## config.mk

```make
export PLATFORM = sky130hd
export DESIGN_NAME = mdi_pair_crossover_map
export DESIGN_NICKNAME = d
export VERILOG_FILES = /design/src/hdl/mdi_map_pkg.sv /design/src/hdl/mdi_pair_crossover_map.sv
export VERILOG_INCLUDE_DIRS = /design/src /design/src/hdl
export SDC_FILE = /design/constraint.sdc
export NUM_CORES = 1
export LEC_CHECK = 0
export BUFFER_PORTS_ARGS = -buffer_cell sky130_fd_sc_hd__buf_4
export CAP_MARGIN = 20
export CELL_PAD_IN_SITES_DETAIL_PLACEMENT = 0
export CELL_PAD_IN_SITES_GLOBAL_PLACEMENT = 1
export CORE_MARGIN = 2
export CORE_UTILIZATION = 37
export DETAILED_ROUTE_END_ITERATION = 12
export GPL_TIMING_DRIVEN = 0
export PLACE_DENSITY_LB_ADDON = 0.15
export SLEW_MARGIN = 15
export SYNTH_ARGS = -nofsm -noshare
export SYNTH_HDL_FRONTEND = slang
export SYNTH_SLANG_ARGS = --single-unit
```

## constraint.sdc

```tcl
create_clock -name ref_clk -period 1.65 [get_ports ref_clk]
set_input_delay 0.4125 -clock ref_clk [delete_from_list [all_inputs] [get_ports ref_clk]]
set_output_delay 0.4125 -clock ref_clk [all_outputs]
set_load 0.1 [all_outputs]
```

## src/hdl/mdi_map_cfg.svh

```systemverilog
/*
 Constants for the media pair crossover map: speed codes and reset values.
 Assumes inclusion by the map module only.
*/
`ifndef MDI_MAP_CFG_SVH
`define MDI_MAP_CFG_SVH
`define SPEED_CODE_10 2'h0
`define SPEED_CODE_100 2'h1
`define SPEED_CODE_1000 2'h2
`define MDIX_RESET 1'h0
`define SPEED_RESET 2'h0
`endif

```

## src/hdl/mdi_map_pkg.sv

```systemverilog
/*
 Types for the media pair crossover map.
 Assumes a single clock domain; used by mdi_pair_crossover_map.
*/
package mdi_map_pkg;
   // One analog pin leg: what the channel drives and the enable of the driver.
   typedef struct packed {
      logic drive;
      logic drive_en;
   } leg_out_t;

   // One differential pair at the media side.
   typedef struct packed {
      leg_out_t pos;
      leg_out_t neg;
   } pair_out_t;

   typedef struct packed {
      logic pos;
      logic neg;
   } pair_in_t;

   typedef enum logic [1:0] {
      SPEED_10,
      SPEED_100,
      SPEED_1000,
      SPEED_RSVD
   } speed_t;
endpackage

```

## src/hdl/mdi_pair_crossover_map.sv

```systemverilog
/*
 Maps four internal transceiver channels onto four media pin pairs,
 following MDI or MDI-X and the operating speed.
 Assumes select and speed are synchronous to ref_clk; the media legs are
 three-signal pins resolved by the analog front-end or testbench.
*/
`timescale 1ns/1ps
`include "mdi_map_cfg.svh"

// What this block does
// - Gigabit: pair B gets channel B, or A crossed
// - Slow speeds: pair B receives, or transmits crossed
// - Gigabit: pair C gets channel C, or D crossed
// - Gigabit: pair D gets channel D, or C crossed
// - Slow speeds: pairs C and D stay idle
// - Gigabit: pair A gets channel A, or B crossed
// - Slow speeds: pair A transmits, or receives crossed
module mdi_pair_crossover_map
(
   input wire logic ref_clk,
   input wire logic arst_n,
   input wire logic mdix_sel,
   input wire logic [1:0] speed_sel,
   // Channel side: per channel a positive and negative leg to drive, and enable.
   input wire mdi_map_pkg::pair_out_t chan_tx [4],
   output mdi_map_pkg::pair_in_t chan_rx [4],
   // Media side: index 0..3 is pair A..D.
   input wire mdi_map_pkg::pair_in_t media_in [4],
   output mdi_map_pkg::pair_out_t media_out [4],
   output logic crossed,
   output logic gigabit
);
   import mdi_map_pkg::*;

   logic mdix_r;
   logic [1:0] speed_r;
   wire is_gig = (speed_r == `SPEED_CODE_1000);
   wire is_slow = (speed_r == `SPEED_CODE_10) || (speed_r == `SPEED_CODE_100);

   // Settings are registered so that all pairs in use swap on the same edge.
   always_ff @(posedge ref_clk or negedge arst_n)
   begin
      if (!arst_n)
      begin
         mdix_r <= `MDIX_RESET;
         speed_r <= `SPEED_RESET;
      end
      else
      begin
         mdix_r <= mdix_sel;
         speed_r <= speed_sel;
      end
   end

   // Channel feeding each pair: A<->B and C<->D swap when crossed.
   function automatic logic [1:0] src_chan(input logic [1:0] pair, input logic x);
      src_chan = x ? (pair ^ 2'h1) : pair;
   endfunction

   pair_out_t media_nxt [4];
   pair_in_t rx_nxt [4];

   genvar g;
   generate
      for (g = 0; g < 4; g++)
      begin : g_pair
         wire [1:0] src = src_chan(2'(g), mdix_r);
         wire [1:0] dst = src_chan(2'(g), mdix_r);
         // At slow speed channel A transmits and channel B receives, so
         // pair A transmits in MDI and pair B does so in MDI-X.
         wire slow_tx = (g < 2) && (src == 2'h0);
         // Index g is a pair on the drive side and a channel on the receive side,
         // so only channel B may take receive data at slow speed.
         wire slow_rx = (g == 1);
         wire pass_tx = is_gig || (is_slow && slow_tx);
         wire pass_rx = is_gig || (is_slow && slow_rx);
         assign media_nxt[g] = pass_tx ? chan_tx[src] : '0;
         assign rx_nxt[g] = pass_rx ? media_in[dst] : '0;
         always_ff @(posedge ref_clk or negedge arst_n)
         begin
            if (!arst_n)
            begin
               media_out[g] <= '0;
               chan_rx[g] <= '0;
            end
            else
            begin
               media_out[g] <= media_nxt[g];
               chan_rx[g] <= rx_nxt[g];
            end
         end
      end
   endgenerate

   always_ff @(posedge ref_clk or negedge arst_n)
   begin
      if (!arst_n)
      begin
         crossed <= 1'b0;
         gigabit <= 1'b0;
      end
      else
      begin
         crossed <= mdix_r;
         gigabit <= is_gig;
      end
   end
endmodule // mdi_pair_crossover_map

```

# Word-level counts from Yosys, hierarchy flattened
# Cells that the tools add are included.
dict set report classes {
  n_eq_ne 2
  bitwise 4
  reduce_logical 9
  order_cmp 4
  n_mux 36
}
# cell count
set op_table {}
lappend op_table {{4-bit two-way mux} 12}
lappend op_table {{4-bit binary-select mux with 2-bit select} 4}
lappend op_table {{2-bit two-way mux} 12}
lappend op_table {{2-bit binary-select mux with 2-bit select} 4}
lappend op_table {{3-bit >= comparator, second input constant} 4}
lappend op_table {{2-bit logical NOT} 3}
lappend op_table {{1-bit NOT with 3-bit output} 2}
lappend op_table {{2-bit NOT with 3-bit output} 2}
lappend op_table {{1-bit logical OR} 4}
lappend op_table {{1-bit two-way mux} 4}
lappend op_table {{2-bit by 1-bit equality test with 1-bit output, second input constant} 1}
lappend op_table {{2-bit equality test, second input constant} 1}
lappend op_table {{1-bit logical AND} 2}
dict set report totals {
  regBits 29
  elab_cells 83
  input_bits 29
}

# Longest topological paths before layout
dict set report depth {
  word_depth 6
  ltp_mapped 4
  depth_no_buf 2
}

# Worst setup path before layout
# No wires, ideal clock.
dict set report synth_timing {
  path_type {register to output}
  from {register chan_rx[0] (netlist name)}
  to {output port chan_rx[0] (netlist name)}
  t_arrival_ps 883
  path_stages_with_launch 1
  path_slack_ps 354
  cell_sequence {dfrtp_1}
}
# element line
set synth_rtl {}
lappend synth_rtl {{from (decl)} mdi_pair_crossover_map.sv:26} ;# output mdi_map_pkg::pair_in_t chan_rx [4],
lappend synth_rtl {{from (signal, indexed assignment)} mdi_pair_crossover_map.sv:89} ;# chan_rx[g] <= rx_nxt[g];
# No word-level cell between the ends.

# Worst setup path in the final report
dict set report layout_timing {
  from {register chan_rx[5] (netlist name)}
  to {output port chan_rx[5] (netlist name)}
}
# No word-level cell between the ends.

==> metrics.cfg <==
[finish]
fin_nets = 182
num_antenna_cells = 0
syn_to_final_growth_pct = 48.01
instances_no_fill = 198
drive_gt1_share_pct = 49.35

[place]
dp_hpwl_um = 1786
dp.cells = 189
place.gp.congestion = 0.6660
port_buffers = 54

[die]
boundaryPins = 55
start_util_pct = 39.10
die_h_um = 60.80
rows = 20
die_w_um = 60.80
dieArea_um2 = 3697
core_area_um2 = 3053

[timing]
finalCritPeriodShare_pct = 83.88
maxSlewHeadroom_pct = 76.09
max_slew.worst_pin.slew_ns = 0.3587
rsz0062_at_grt = false
setup_viol_count_final = 0
fin_skew_ns = 0.009226
fin_crit_ns = 1.384
drv_slew = 0
tns_ns = 0
hold_viol = 0
fmax_ghz = 0.7225

[setup_path]
cp_slowest_stage_delay_ns = 0.36
end_kind = output port
critPathTopFamily = flip-flops
cpMaxStageDelayCell = dfrtp_1
required_ns = 1.24
worst-path-max-fanout = 1
path_cells = buf_4
worstSetupPathType = flop to output port
critPathArrivalTime_ns = 0.97
worst-path-buf-inv = 1
r2r_setup_slack_ns = 0.52
crit_path_start_kind = flop

[global_route]
use_met2_pct = 26.11
grt_pass1_wl_um = 4050
grt_overflow = 0
grt_use_met1_pct = 17.77
grt_max_degree = 30
grt_antenna_before_repair = 0
met3_usage_pct = 4.691
grt_use_total_pct = 15.57
busiest_layer = met2
grt_pass1_vias = 927

[route]
postRouteAntennaNets = 0
via_count = 887
post_drt_wl_per_cell_um = 12.39
drt-initial-drc-count = 16
drc_errors = 0
dr.pass1.iters = 4
vias_per_cell = 4.480
totalWireLength_um = 2453

[yosys]
syn_inst = 91
ys_warn_count = 0
synthesis.nets = 120
yosysSeqAreaShare_pct = 60.80
synth_area_um2 = 1194
syn_avg_cell_area_um2 = 13.12
ys_ff_latch = 29
synth_cell_types = 11

[pwr]
p_leak_nw = 0.9395
power-per-cell-area_nw_per_um2 = 1125
ir_drop_uv = 610.4

[clock_network]
clock_latency_ns = 0.32
cts_tree = done
clock-sinks = 29
clockRootBuffer = clkbuf_4
clkTransAtPathRegs_ns = 0.09
cts_buffers = 5
htree_num_levels = 2
cts_buffer_depth = 2
post_cts_buffers = 0

[outcome]
status = finished clean

[min_path]
hold_class = primary input to flop

[run]
max-cap-violations = 0

-- final timing paths --
kind,start,endpoint,cells after the start
hold reg to reg,mdix_r,crossed,0
setup / recovery,chan_rx[5],chan_rx[5],1
setup reg to reg,speed_r[1],media_out[15],3
hold / removal,mdix_sel,mdix_r,1
max in group asynchronous,arst_n,media_out[11],2
min in group asynchronous,arst_n,chan_rx[6],2
-- cell usage after synthesis --
| library cell | number | area [µm²] |
|---|---|---|
| dfrtp_1 | 29 | 725.7 |
| mux2i_1 | 16 | 160.2 |
| nor2_1 | 16 | 60.06 |
| nand2_1 | 8 | 30.03 |
| buf_6 | 5 | 56.30 |
| inv_1 | 5 | 18.77 |
| o22ai_2 | 4 | 50.05 |
| o32ai_2 | 4 | 65.06 |
| nand2b_1 | 2 | 12.51 |
| and2_1 | 1 | 6.260 |
| or2_4 | 1 | 8.760 |
-- where the power goes --
group	internal [mW]	leakage, nW	switching, mW
registers	0.748	0.376	0.0132
logic	0.143	0.508	0.366
clock network	0.469	0.0552	0.248
total	1.36	0.939	0.627
-- what timing repair did --
action                                  in CTS  in global routing
endpoints found under the setup margin       0                  0
hold buffers                                 1                  0
endpoints found under the hold margin       22                  0
resized for setup                            0                  0
-- metal layers --
| metal | wire length, µm | share of wire [%] |
|---|---|---|
| met3 | 161 | 6.6 |
| met2 | 1222 | 50 |
| met4 | 52 | 2.1 |
| met1 | 1016 | 41 |
| met5 | 0 | 0 |
-- registers in the layout, indices dropped and copies added (netlist names) --
| signal | cells |
|---|---|
| gigabit | 1 |
| mdix_r | 1 |
| speed_r | 2 |
| chan_rx | 8 |
| crossed | 1 |
| media_out | 16 |
-- cell usage in the layout (no fill, tap or decap), types with 2 or more instances in the layout --
cell	synthesis	final
buf_4	0	54
buf_6	5	5
bufinv_16	0	2
clkbuf_4	0	5
dfrtp_1	29	29
inv_1	5	5
mux2i_1	16	16
nand2_1	8	8
nand2b_1	2	2
nor2_1	16	16
o22ai_2	4	4
o32ai_2	4	4
-- final cells by class --
cell class | instances | area [µm²]
multi-input combinational | 52 | 392.9
inverter | 5 | 18.77
sequential | 29 | 725.7
clock inverter | 3 | 65.06
tap | 44 | 55.05
buffer | 5 | 56.30
fill | 277 | 1286
timing repair buffer | 55 | 415.4
clock buffer | 5 | 37.54
-- logic make-up (layout without fill, tap and decap cells) --
logic type / Yosys count / after routing / share of synthesized area, %
buffers and inverters: 10 / 73 / 6.289
multiplexers: 16 / 16 / 13.42
AND/OR/NAND/NOR: 28 / 28 / 9.854
flip-flops: 29 / 29 / 60.80
AO/OA/AOI/OAI: 8 / 8 / 9.644
-- stage by stage --
step | utilization, % | instance area [µm²] | setup WS (ns) | hold slack (ns) | total power [mW]
after floorplan | - | 1194 | 0.3542 | 0.1169 | 1.137
final | 57.87 | 1767 | 0.2660 | 0.1865 | 1.988
after global routing | 57.87 | 1767 | 0.2060 | 0.1524 | 2.073
after global placement | 54.18 | 1654 | 0.5924 | 0.3487 | 1.280
after detailed placement | 54.18 | 1654 | 0.5528 | 0.3563 | 1.288
after CTS | 57.87 | 1767 | 0.2431 | 0.1691 | 2.013
(Power assumes the default switching activity.)
